[src/hw/bt_pkg.sv]
/*
  bt_pkg: register map, field layout, reset values and timing
  constants of the basic up timer.
  Assumes a 32-bit AXI4-Lite bus with a 12-bit byte address.
*/
`default_nettype none

package bt_pkg;

  // bus geometry
  localparam int unsigned ADDR_W = 12;
  localparam logic [1:0] RESP_OKAY = 2'b00;
  localparam logic [1:0] RESP_SLVERR = 2'b10;

  // register indices; byte address is four times the index
  localparam logic [9:0] MODE_IDX = 10'h0d8;
  localparam logic [9:0] COUNT_IDX = 10'h0d9;
  localparam logic [9:0] STAT_IDX = 10'h0e0;
  localparam logic [9:0] MASK_IDX = 10'h0e1;
  localparam logic [ADDR_W-1:0] MODE_ADDR = {MODE_IDX, 2'b00};
  localparam logic [ADDR_W-1:0] COUNT_ADDR = {COUNT_IDX, 2'b00};
  localparam logic [ADDR_W-1:0] STAT_ADDR = {STAT_IDX, 2'b00};
  localparam logic [ADDR_W-1:0] MASK_ADDR = {MASK_IDX, 2'b00};

  // mode register fields
  localparam int unsigned MODE_SRC_BIT = 0;
  localparam int unsigned MODE_GN_BIT = 1;
  localparam int unsigned MODE_RATE_LSB = 4;
  localparam int unsigned MODE_RATE_MSB = 6;
  localparam int unsigned MODE_RUN_BIT = 7;
  localparam logic [7:0] MODE_WMASK = 8'hf3;
  localparam logic [7:0] MODE_RST = 8'h00;

  // counter and prescaler
  localparam logic [7:0] COUNT_RST = 8'h00;
  localparam logic [7:0] COUNT_MAX = 8'hff;
  localparam logic [7:0] PRE_FULL = 8'hff;
  localparam int unsigned STAT_TO_BIT = 0;

  // rtc interval: 256 rtc ticks at 512 Hz give 0.5 s
  localparam int unsigned RTC_INTERVAL_MS = 500;
  localparam int unsigned RTC_TICK_HZ = 512;
  localparam int unsigned RTC_TICKS = RTC_INTERVAL_MS * RTC_TICK_HZ / 1000;

endpackage

`default_nettype wire

[src/hw/bt_timer.sv]
/*
  bt_timer: 8-bit basic up timer with prescaler, rtc source,
  overflow interrupt and low-power wake pulse, AXI4-Lite slave.
  Assumes clk_sys is the cpu instruction clock (100 MHz) and
  rtc_tick is a one-cycle enable synchronous to clk_sys.
*/
//////////////////////////////////////////////////////////////////
// Summary of operation
// (RL1) 8-bit binary up counter, one step per selected tick when enabled.
// (RL2) FFH to 00H wrap keeps counting and sets the timer interrupt flag.
// (RL3) Mode bit 0: 0 prescaled cpu clock, 1 real-time clock source.
// (RL4) In rtc mode rate and preload are ignored; interval fixed 0.5 s.
// (RL5) Mode bits 6:4 pick divisor 256 (000) halving down to 2 (111).
// (RL6) Mode bit 7 gates counting; cleared, the count holds.
// (RL7) With the timer enabled, a time-out wakes the low-power wait state.
// (RL8) Count register, index D9H, 8-bit read/write live count, reset zero.
// (RL9) Preload 256 minus interval ticks; overflow after that many ticks.
// (RL10) Mode bit 1 is a read/write wake enable exported to the event timer.
// (RL11) Software clears enable, irq enable, flag, then sets up and enables.
// (RL12) Flag set on overflow, held until cleared; irq needs flag and enable.
// (RL13) Rtc and prescaled ticks are one-cycle enables; count only on them.
//////////////////////////////////////////////////////////////////
`timescale 1ns/10ps
`default_nettype none

module bt_timer
  import bt_pkg::*;
(
  // clock and reset
  input wire logic clk_sys,
  input wire logic rst,
  // rtc source
  input wire logic rtc_tick,
  // write address channel
  input wire logic [ADDR_W-1:0] s_axi_awaddr,
  input wire logic s_axi_awvalid,
  output logic s_axi_awready,
  // write data channel
  input wire logic [31:0] s_axi_wdata,
  input wire logic [3:0] s_axi_wstrb,
  input wire logic s_axi_wvalid,
  output logic s_axi_wready,
  // write response channel
  output logic [1:0] s_axi_bresp,
  output logic s_axi_bvalid,
  input wire logic s_axi_bready,
  // read address channel
  input wire logic [ADDR_W-1:0] s_axi_araddr,
  input wire logic s_axi_arvalid,
  output logic s_axi_arready,
  // read data channel
  output logic [31:0] s_axi_rdata,
  output logic [1:0] s_axi_rresp,
  output logic s_axi_rvalid,
  input wire logic s_axi_rready,
  // events and controls
  output logic irq,
  output logic wake,
  output logic event_timer_wake_en
);

  //////////////////////////////////////////////////////////////////
  // bus state
  logic aw_have_q, aw_have_d, w_have_q, w_have_d;
  logic [ADDR_W-1:0] awaddr_q, awaddr_d;
  logic [7:0] wdata_q, wdata_d;
  logic wstrb_q, wstrb_d;
  logic awready_q, awready_d, wready_q, wready_d;
  logic bvalid_q, bvalid_d, rvalid_q, rvalid_d;
  logic arready_q, arready_d;
  logic [1:0] bresp_q, bresp_d, rresp_q, rresp_d;
  logic [31:0] rdata_q, rdata_d;
  logic wr_go, rd_go, wr_hit, rd_hit;
  logic [7:0] rd_val;

  // timer state
  logic [7:0] mode_q, mode_d, count_q, count_d, pre_q, pre_d;
  logic flag_q, flag_d, en_q, en_d, irq_q, irq_d, wake_q, wake_d;
  logic mode_wr, count_wr, mask_wr, stat_rd;
  logic rtc_mode, run, pre_tick, tick, adv, count_ld, timeout;
  logic [2:0] sel;
  logic [7:0] pre_mask;

  //////////////////////////////////////////////////////////////////
  // address decode and read mux
  always_comb begin
    wr_hit = (awaddr_q == MODE_ADDR) || (awaddr_q == COUNT_ADDR) ||
             (awaddr_q == STAT_ADDR) || (awaddr_q == MASK_ADDR);
    rd_hit = 1'b1;
    case (s_axi_araddr)
      MODE_ADDR: rd_val = mode_q & MODE_WMASK;
      COUNT_ADDR: rd_val = count_q;
      STAT_ADDR: rd_val = {7'h00, flag_q};
      MASK_ADDR: rd_val = {7'h00, en_q};
      default: begin
        rd_val = 8'h00;
        rd_hit = 1'b0;
      end
    endcase
  end

  // axi4-lite handshakes: aw and w in any order, response after both
  always_comb begin
    aw_have_d = aw_have_q;
    awaddr_d = awaddr_q;
    w_have_d = w_have_q;
    wdata_d = wdata_q;
    wstrb_d = wstrb_q;
    bvalid_d = bvalid_q;
    bresp_d = bresp_q;
    rvalid_d = rvalid_q;
    rdata_d = rdata_q;
    rresp_d = rresp_q;
    wr_go = 1'b0;
    rd_go = 1'b0;
    if (s_axi_awvalid && awready_q) begin
      aw_have_d = 1'b1;
      awaddr_d = s_axi_awaddr;
    end
    if (s_axi_wvalid && wready_q) begin
      w_have_d = 1'b1;
      wdata_d = s_axi_wdata[7:0];
      wstrb_d = s_axi_wstrb[0];
    end
    if (bvalid_q && s_axi_bready) begin
      bvalid_d = 1'b0;
    end
    if (aw_have_q && w_have_q && !bvalid_q) begin
      wr_go = 1'b1;
      aw_have_d = 1'b0;
      w_have_d = 1'b0;
      bvalid_d = 1'b1;
      bresp_d = wr_hit ? RESP_OKAY : RESP_SLVERR;
    end
    if (rvalid_q && s_axi_rready) begin
      rvalid_d = 1'b0;
    end
    if (s_axi_arvalid && arready_q) begin
      rd_go = 1'b1;
      rvalid_d = 1'b1;
      rdata_d = {24'h000000, rd_val};
      rresp_d = rd_hit ? RESP_OKAY : RESP_SLVERR;
    end
    awready_d = !aw_have_d && !bvalid_d;
    wready_d = !w_have_d && !bvalid_d;
    arready_d = !rvalid_d;
  end

  // bus registers
  always_ff @(posedge clk_sys) begin
    if (rst) begin
      aw_have_q <= 1'b0;
      awaddr_q <= '0;
      w_have_q <= 1'b0;
      wdata_q <= 8'h00;
      wstrb_q <= 1'b0;
      awready_q <= 1'b0;
      wready_q <= 1'b0;
      arready_q <= 1'b0;
      bvalid_q <= 1'b0;
      bresp_q <= RESP_OKAY;
      rvalid_q <= 1'b0;
      rdata_q <= 32'h00000000;
      rresp_q <= RESP_OKAY;
    end else begin
      aw_have_q <= aw_have_d;
      awaddr_q <= awaddr_d;
      w_have_q <= w_have_d;
      wdata_q <= wdata_d;
      wstrb_q <= wstrb_d;
      awready_q <= awready_d;
      wready_q <= wready_d;
      arready_q <= arready_d;
      bvalid_q <= bvalid_d;
      bresp_q <= bresp_d;
      rvalid_q <= rvalid_d;
      rdata_q <= rdata_d;
      rresp_q <= rresp_d;
    end
  end

  //////////////////////////////////////////////////////////////////
  // tick selection, counting and events
  always_comb begin
    mode_wr = wr_go && wstrb_q && (awaddr_q == MODE_ADDR);
    count_wr = wr_go && wstrb_q && (awaddr_q == COUNT_ADDR);
    mask_wr = wr_go && wstrb_q && (awaddr_q == MASK_ADDR);
    stat_rd = rd_go && (s_axi_araddr == STAT_ADDR);
    rtc_mode = mode_q[MODE_SRC_BIT];
    run = mode_q[MODE_RUN_BIT];
    sel = mode_q[MODE_RATE_MSB:MODE_RATE_LSB];
    pre_mask = PRE_FULL >> sel; // RL5
    pre_tick = ((pre_q & pre_mask) == pre_mask); // RL5 RL13
    tick = rtc_mode ? rtc_tick : pre_tick; // RL3 RL13
    adv = run && tick; // RL6
    count_ld = count_wr && !rtc_mode; // RL4 RL9
    timeout = adv && (count_q == COUNT_MAX) && !count_ld; // RL2
    pre_d = pre_q + 8'h01;
    count_d = count_q;
    if (count_ld) begin
      count_d = wdata_q; // RL8 RL9
    end else if (adv) begin
      count_d = count_q + 8'h01; // RL1
    end
    mode_d = mode_wr ? (wdata_q & MODE_WMASK) : mode_q; // RL10
    en_d = mask_wr ? wdata_q[STAT_TO_BIT] : en_q;
    flag_d = stat_rd ? 1'b0 : flag_q;
    if (timeout) begin
      flag_d = 1'b1; // RL12
    end
    irq_d = flag_d && en_d; // RL12
    wake_d = timeout; // RL7
  end

  // timer registers
  always_ff @(posedge clk_sys) begin
    if (rst) begin
      mode_q <= MODE_RST;
      count_q <= COUNT_RST;
      pre_q <= 8'h00;
      flag_q <= 1'b0;
      en_q <= 1'b0;
      irq_q <= 1'b0;
      wake_q <= 1'b0;
    end else begin
      mode_q <= mode_d;
      count_q <= count_d;
      pre_q <= pre_d;
      flag_q <= flag_d;
      en_q <= en_d;
      irq_q <= irq_d;
      wake_q <= wake_d;
    end
  end

  // outputs straight from flops
  assign s_axi_awready = awready_q;
  assign s_axi_wready = wready_q;
  assign s_axi_bvalid = bvalid_q;
  assign s_axi_bresp = bresp_q;
  assign s_axi_arready = arready_q;
  assign s_axi_rvalid = rvalid_q;
  assign s_axi_rdata = rdata_q;
  assign s_axi_rresp = rresp_q;
  assign irq = irq_q;
  assign wake = wake_q;
  assign event_timer_wake_en = mode_q[MODE_GN_BIT]; // RL10
endmodule // bt_timer

`default_nettype wire

[config.mk]
export PLATFORM = sky130hd
export DESIGN_NAME = bt_timer
export DESIGN_NICKNAME = d
export VERILOG_FILES = /design/src/hw/bt_pkg.sv /design/src/hw/bt_timer.sv
export SDC_FILE = /design/constraint.sdc
export NUM_CORES = 1
export LEC_CHECK = 0
export BUFFER_PORTS_ARGS = -buffer_cell sky130_fd_sc_hd__buf_4
export CORE_UTILIZATION = 31
export CTS_BUF_LIST = sky130_fd_sc_hd__clkbuf_4 sky130_fd_sc_hd__clkbuf_8
export DETAILED_ROUTE_END_ITERATION = 10
export PLACE_DENSITY = 0.54
export SLEW_MARGIN = 20
export SYNTH_ARGS = -nofsm -noshare
export SYNTH_HDL_FRONTEND = slang
export SYNTH_SLANG_ARGS = --single-unit
[constraint.sdc]
create_clock -name clk_sys -period 1.7 [get_ports clk_sys]
set_input_delay 0.17 -clock clk_sys [delete_from_list [all_inputs] [get_ports clk_sys]]
set_output_delay 0.17 -clock clk_sys [all_outputs]
set_load 0.05 [all_outputs]
==> results of run 1 <==
repair_timing:
action                                  4_1_cts  5_1_grt
endpoints found under the setup margin       17       17
setup buffers                                 0        0
hold buffers                                  0        0
resized for setup                            12       23
pin swaps                                     4        8
critical path: cells and delay by family (launching register included):
kind | cells | cell delay, ns
buffers and inverters | 1 | 0.17
flip-flops | 1 | 0.34
AO/OA/AOI/OAI | 1 | 0.06
AND/OR/NAND/NOR | 4 | 0.95
cell families (layout without fill, tap and decap cells):
| family | after synthesis | count (layout) | synth area share [%] |
|---|---|---|---|
| and+or+nand+nor | 153 | 153 | 25.29 |
| AOI/OAI and AO/OA | 57 | 57 | 12.34 |
| other | 1 | 26 | 0.1316 |
| adders and majority gates | 2 | 2 | 0.8778 |
| buffers and inverters | 41 | 102 | 9.262 |
| xor gates and xnor gates | 13 | 13 | 3.995 |
| muxes | 9 | 9 | 3.161 |
| DFF | 64 | 64 | 44.95 |
power by group:
group / internal, mW / switching [mW]
sequential: 1.54 / 0.0322
clock: 0.840 / 0.653
combinational: 0.133 / 0.280
total: 2.51 / 0.965
routing by layer:
layer / part of all wire [%] / GRT usage [%]
met5: 0 / 0
met4: 1.3 / 4.545
met3: 5.5 / 3.865
met2: 43 / 21.67
met1: 50 / 19.79
final timing paths:
path,slack (ns),to
worst max-delay path,0.03,count_q[5]
worst min-delay path,0.06,flag_q
worst max register to register,0.03,count_q[5]
worst min register to register,0.46,awaddr_q[8]
sequential cells by signal, summed over array words and instances (netlist names), 6 cells and up:
name	cells
wdata_q	8
count_q	8
mode_q	6
s_axi_rdata	8
awaddr_q	12
pre_q	8
area by class of cell:
type                            instances  area [um2]
Sequential cell                        64        1295
Fill cell                             900        4959
Multi-Input combinational cell        260        1526
Tap cell                              108       135.1
Clock buffer                            9       123.9
Clock inverter                          7       102.6
Timing Repair Buffer                   86       664.4
cell usage after synthesis (2+ instances only):
cell and number:
nand3b_1 2, dfxtp_1 64, nor2b_1 3, nor3b_1 2, o21ai_0 7, xor2_1 4
and3_1 4, nor4b_1 2, buf_2 3, nor2_1 41, a211oi_1 10, ha_1 2
nand2b_1 3, nand2_1 66, nor3_1 5, xnor2_1 9, clkbuf_1 9, a22oi_1 7
mux2i_1 9, a21oi_1 27, nand3_1 10, and2_1 2, buf_4 26, nor4_1 4
through the flow:
| step | setup WS, ns | TNS [ns] | area, um2 |
|---|---|---|---|
| 2_1_floorplan | -0.05252 | -0.7112 | 2972 |
| 3_3_place_gp | -0.2243 | -2.212 | 3482 |
| 3_5_place_dp | -0.2714 | -3.050 | 3482 |
| 4_1_cts | -0.04607 | -0.2044 | 3756 |
| 5_1_grt | -0.05169 | -0.3135 | 3847 |
| 6_report | 0.03205 | 0 | 3847 |
==> impl_metrics.tcl, run 1 <==
set metrics [dict create \
    row_count 34 \
    hold_ws_ns 0.06245 \
    grt.total_usage_pct 14.34 \
    setup_viol 0 \
    critPathLaunchType "flop" \
    grt.overflow.total 0 \
    violations "DRC" \
    drt_iter0_drc 95 \
    ctsLongestPathBuffers 2 \
    hp-start "rst" \
    timing_worst_setup_path_type "flop to flop" \
    synthArstFlopShare_pct 0 \
    slew_violations 0 \
    final_util_pct 43.69 \
    holdPathStages 2 \
    layout_worst_path_cycle_share_pct 98.11 \
    cts-buffers-inserted 9 \
    outcome "complete, but fails checks" \
    peakVddDrop_uv 587.7 \
    vias 2438 \
    synth-edff-count 0 \
    synth_flop_cell "dfxtp_1" \
    drt-total-wl_mm 6.505 \
    pin_count 112 \
    ys_seq_area_share_pct 44.95 \
    final_nets 491 \
    path_clk_slew_ns 0.08 \
    grt_max_degree 54 \
    placed_cells 518 \
    syn_avg_cell_area_um2 8.383 \
    htreeDepth 3 \
    period_needed_ns 1.668 \
    gp_congestion 0.7456 \
    worstRegToRegCells 6 \
    design.die.area_um2 9581 \
    antenna_left 0 \
    timing.rr.start "awaddr_q[10]" \
    ys_types 43 \
    initial_utilization_pct 32.37 \
    routed_via_density 4.566 \
    power.total_mw 3.479 \
    mostFrequentLayoutCells "buf_4, nand2_1, dfxtp_1, nor2_1" \
    antenna_found_initial 0 \
    slew-limit-headroom_pct 55.04 \
    rsz0062_at_grt "yes" \
    route.detailed.drc 9 \
    finClkSkew_ns 0.009121 \
    ys.warnings.count 0 \
    clockRootBuffer "clkbuf_8" \
    clock-sinks 64 \
    cap_violations 0 \
    drtPass1Iterations 7 \
    fmax_ghz 0.5995 \
    slowest_delay_ns 0.47 \
    cellLeakagePower_nw 1.528 \
    power_density_nw_per_um2 904.4 \
    core_um2 8806 \
    worstMarginPinSlew_ns 0.6740 \
    startpoint "awaddr_q[10]" \
    end_kind "flop" \
    final_common_cell "buf_4" \
    grt_pass1_wl_mm 11.10 \
    diodes 0 \
    worstPathCellList "nor4bb_4 > nand2_1 > or4_4 > buf_8 > nor2_1 > a211oi_1" \
    clk-insertion-delay-late_ns 0.34 \
    syn_to_final_growth_pct 34.99 \
    netlist_area_um2 2850 \
    synth_largest_area_cell "dfxtp_1" \
    cts_tree "done" \
    cpMaxStageDelayCell "or4_4" \
    cp.required_ns 1.90 \
    hold_path_class "primary input to flop" \
    layout-drive-gt1-share_pct 31.92 \
    synth_area_leaders "dfxtp_1, nand2_1, buf_4" \
    dp_hpwl_mm 4.751 \
    io_buffers 58 \
    synthCells 340 \
    die_y_um 97.89 \
    yosys.area.top_type_share_pct 44.95 \
    stdcell_count 534 \
    final_hold_viol_count 0 \
    cp.arrival_ns 1.87 \
    die-width_um 97.89 \
    wire_per_inst_um 12.18 \
    worst-path-max-fanout 12 \
    grt_pass1_vias 2352 \
    ys_ff_latch 64 \
]
Note: power is estimated with default switching activity, not from simulation.
==> run 2, diff against run 1 <==
--- a/config.mk
+++ b/config.mk
@@ -6,10 +6,11 @@
 export NUM_CORES = 1
 export LEC_CHECK = 0
 export BUFFER_PORTS_ARGS = -buffer_cell sky130_fd_sc_hd__buf_4
+export CORE_ASPECT_RATIO = 1.4
 export CORE_UTILIZATION = 31
 export CTS_BUF_LIST = sky130_fd_sc_hd__clkbuf_4 sky130_fd_sc_hd__clkbuf_8
 export DETAILED_ROUTE_END_ITERATION = 10
-export PLACE_DENSITY = 0.54
+export PLACE_DENSITY = 0.52
 export SLEW_MARGIN = 20
 export SYNTH_ARGS = -nofsm -noshare
 export SYNTH_HDL_FRONTEND = slang
==> constraint.sdc (replaced) <==
create_clock -name clk_sys -period 1.85 [get_ports clk_sys]
set_input_delay 0.185 -clock clk_sys [delete_from_list [all_inputs] [get_ports clk_sys]]
set_output_delay 0.185 -clock clk_sys [all_outputs]
set_load 0.05 [all_outputs]
==> impl_metrics.tcl, run 2 (synthesis results as in run 1) <==
set metrics [dict create \
    design.die.area_um2 9587 \
    reg2reg_slack_ns 0.16 \
    hold_path_class "primary input to flop" \
    gp_congestion 0.7179 \
    cp.arrival_ns 1.90 \
    met2_length_mm 2.956 \
    end_kind "flop" \
    die-width_um 83.04 \
    initial_utilization_pct 31.75 \
    htreeDepth 3 \
    cts-hold-fix-buffers 0 \
    slew-limit-headroom_pct 58.36 \
    mostFrequentLayoutCells "buf_4, nand2_1, dfxtp_1, nor2_1, a21oi_1" \
    power_density_nw_per_um2 784.0 \
    io_buffers 58 \
    finClkSkew_ns 0.009183 \
    drt_iter0_drc 77 \
    cts-buffers-inserted 9 \
    worstMarginPinSlew_ns 0.6243 \
    final_common_cell "buf_4" \
    outcome "finished, final reports clean" \
    diodes 0 \
    peakVddDrop_uv 438.8 \
    clockRootBuffer "clkbuf_8" \
    timing_worst_setup_path_type "flop to flop" \
    layout-drive-gt1-share_pct 25.24 \
    pin_count 112 \
    routed_via_density 4.549 \
    worst-path-max-fanout 6 \
    clock-sinks 64 \
    final_nets 480 \
    setup_ws_ns 0.1618 \
    drt-met1-wl_mm 2.651 \
    final_hold_viol_count 0 \
    cp.required_ns 2.06 \
    drtPass1Iterations 4 \
    die_y_um 115.5 \
    slew_violations 0 \
    grt.total_usage_pct 13.50 \
    core_um2 8977 \
    grt_max_degree 35 \
    drt-total-wl_mm 6.051 \
    wl_met3_um 343 \
    grt_pass1_vias 2259 \
    cellLeakagePower_nw 1.420 \
    setup_viol 0 \
    layout_worst_path_cycle_share_pct 91.26 \
    syn_to_final_growth_pct 26.78 \
    regMostFlops "awaddr_q" \
    critPathLaunchType "flop" \
    ctsLongestPathBuffers 2 \
    fmax_ghz 0.5923 \
    largest_reg_flops 12 \
    grt.overflow.total 0 \
    clk-insertion-delay-late_ns 0.34 \
    period_needed_ns 1.688 \
    route.detailed.drc 0 \
    cts_tree "done" \
    highest_layer "met4" \
    antenna_left 0 \
    dp_hpwl_mm 4.503 \
    row_count 41 \
    grt_pass1_wl_mm 10.17 \
    tns_ns 0 \
    wire_per_inst_um 11.66 \
    path_clk_slew_ns 0.06 \
    cap_violations 0 \
    vias 2361 \
    antenna_found_initial 0 \
    dp_slack_ns -0.07004 \
]
-- run 2: changes by cell type in the layout (fill, tap and decap cells not counted), sizes merged --
cell and delta:
bufinv -2, buf -11, clkinvlp -1, clkbuf +3
inv -2, clkinv -1
-- run 2: what timing repair did --
item,4_1_cts,5_1_grt
endpoints found under the setup margin,4,15
pin swaps,0,3
setup buffers,0,0
gates resized for setup,2,11
-- run 2: power breakdown --
part | total, mW | switching (mW) | internal, mW
clock network | 1.03 | 0.477 | 0.550
logic | 0.358 | 0.248 | 0.109
registers | 1.45 | 0.0297 | 1.42
total | 2.83 | 0.755 | 2.08
-- run 2: cell type report --
type,instances,area [um2]
clock inverter,1,5.005
timing repair buffer,75,570.5
multi-input combinational,260,1458
clock buffer,12,158.9
fill,938,5364
tap,107,133.9
sequential,64,1287
-- run 2: per-stage QoR --
stage	hold slack (ns)	utilization (%)	area (um2)	total power [mW]	std cells
final	0.09036	40.25	3613	2.833	519
after global routing	0.08459	40.25	3613	2.965	519
after CTS	0.07260	39.60	3555	2.878	519
after detailed placement	0.4400	37.66	3381	1.835	506
after global placement	0.4347	37.66	3381	1.833	506
after floorplan	0.3210	-	2948	1.763	365
-- run 2: final timing paths --
| check | cells after the start | end | start |
|---|---|---|---|
| worst min-delay path | 3 | awaddr_q[4] | s_axi_awaddr[4] |
| worst min register to register | 2 | s_axi_rdata[7] | s_axi_rdata[7] |
| worst max-delay path | 7 | mode_q[6] | awaddr_q[0] |
| worst max register to register | 7 | mode_q[6] | awaddr_q[0] |
-- run 2: routing by layer --
layer / GRT usage (%) / vias to the layer above
met4: 6.552 / 0
met3: 4.558 / 7
met1: 14.77 / 1046
met5: 0 / -
li1: - / 1238
met2: 23.55 / 70
-- run 2: worst max-delay path, cell delays in order, from the launching register on --
cell and delay, ns:
dfxtp_1 0.31, nor4_1 0.29, nand2_1 0.11, buf_4 0.16, nor4_4 0.25, buf_6 0.17, mux2i_1 0.21, nor2_1 0.05
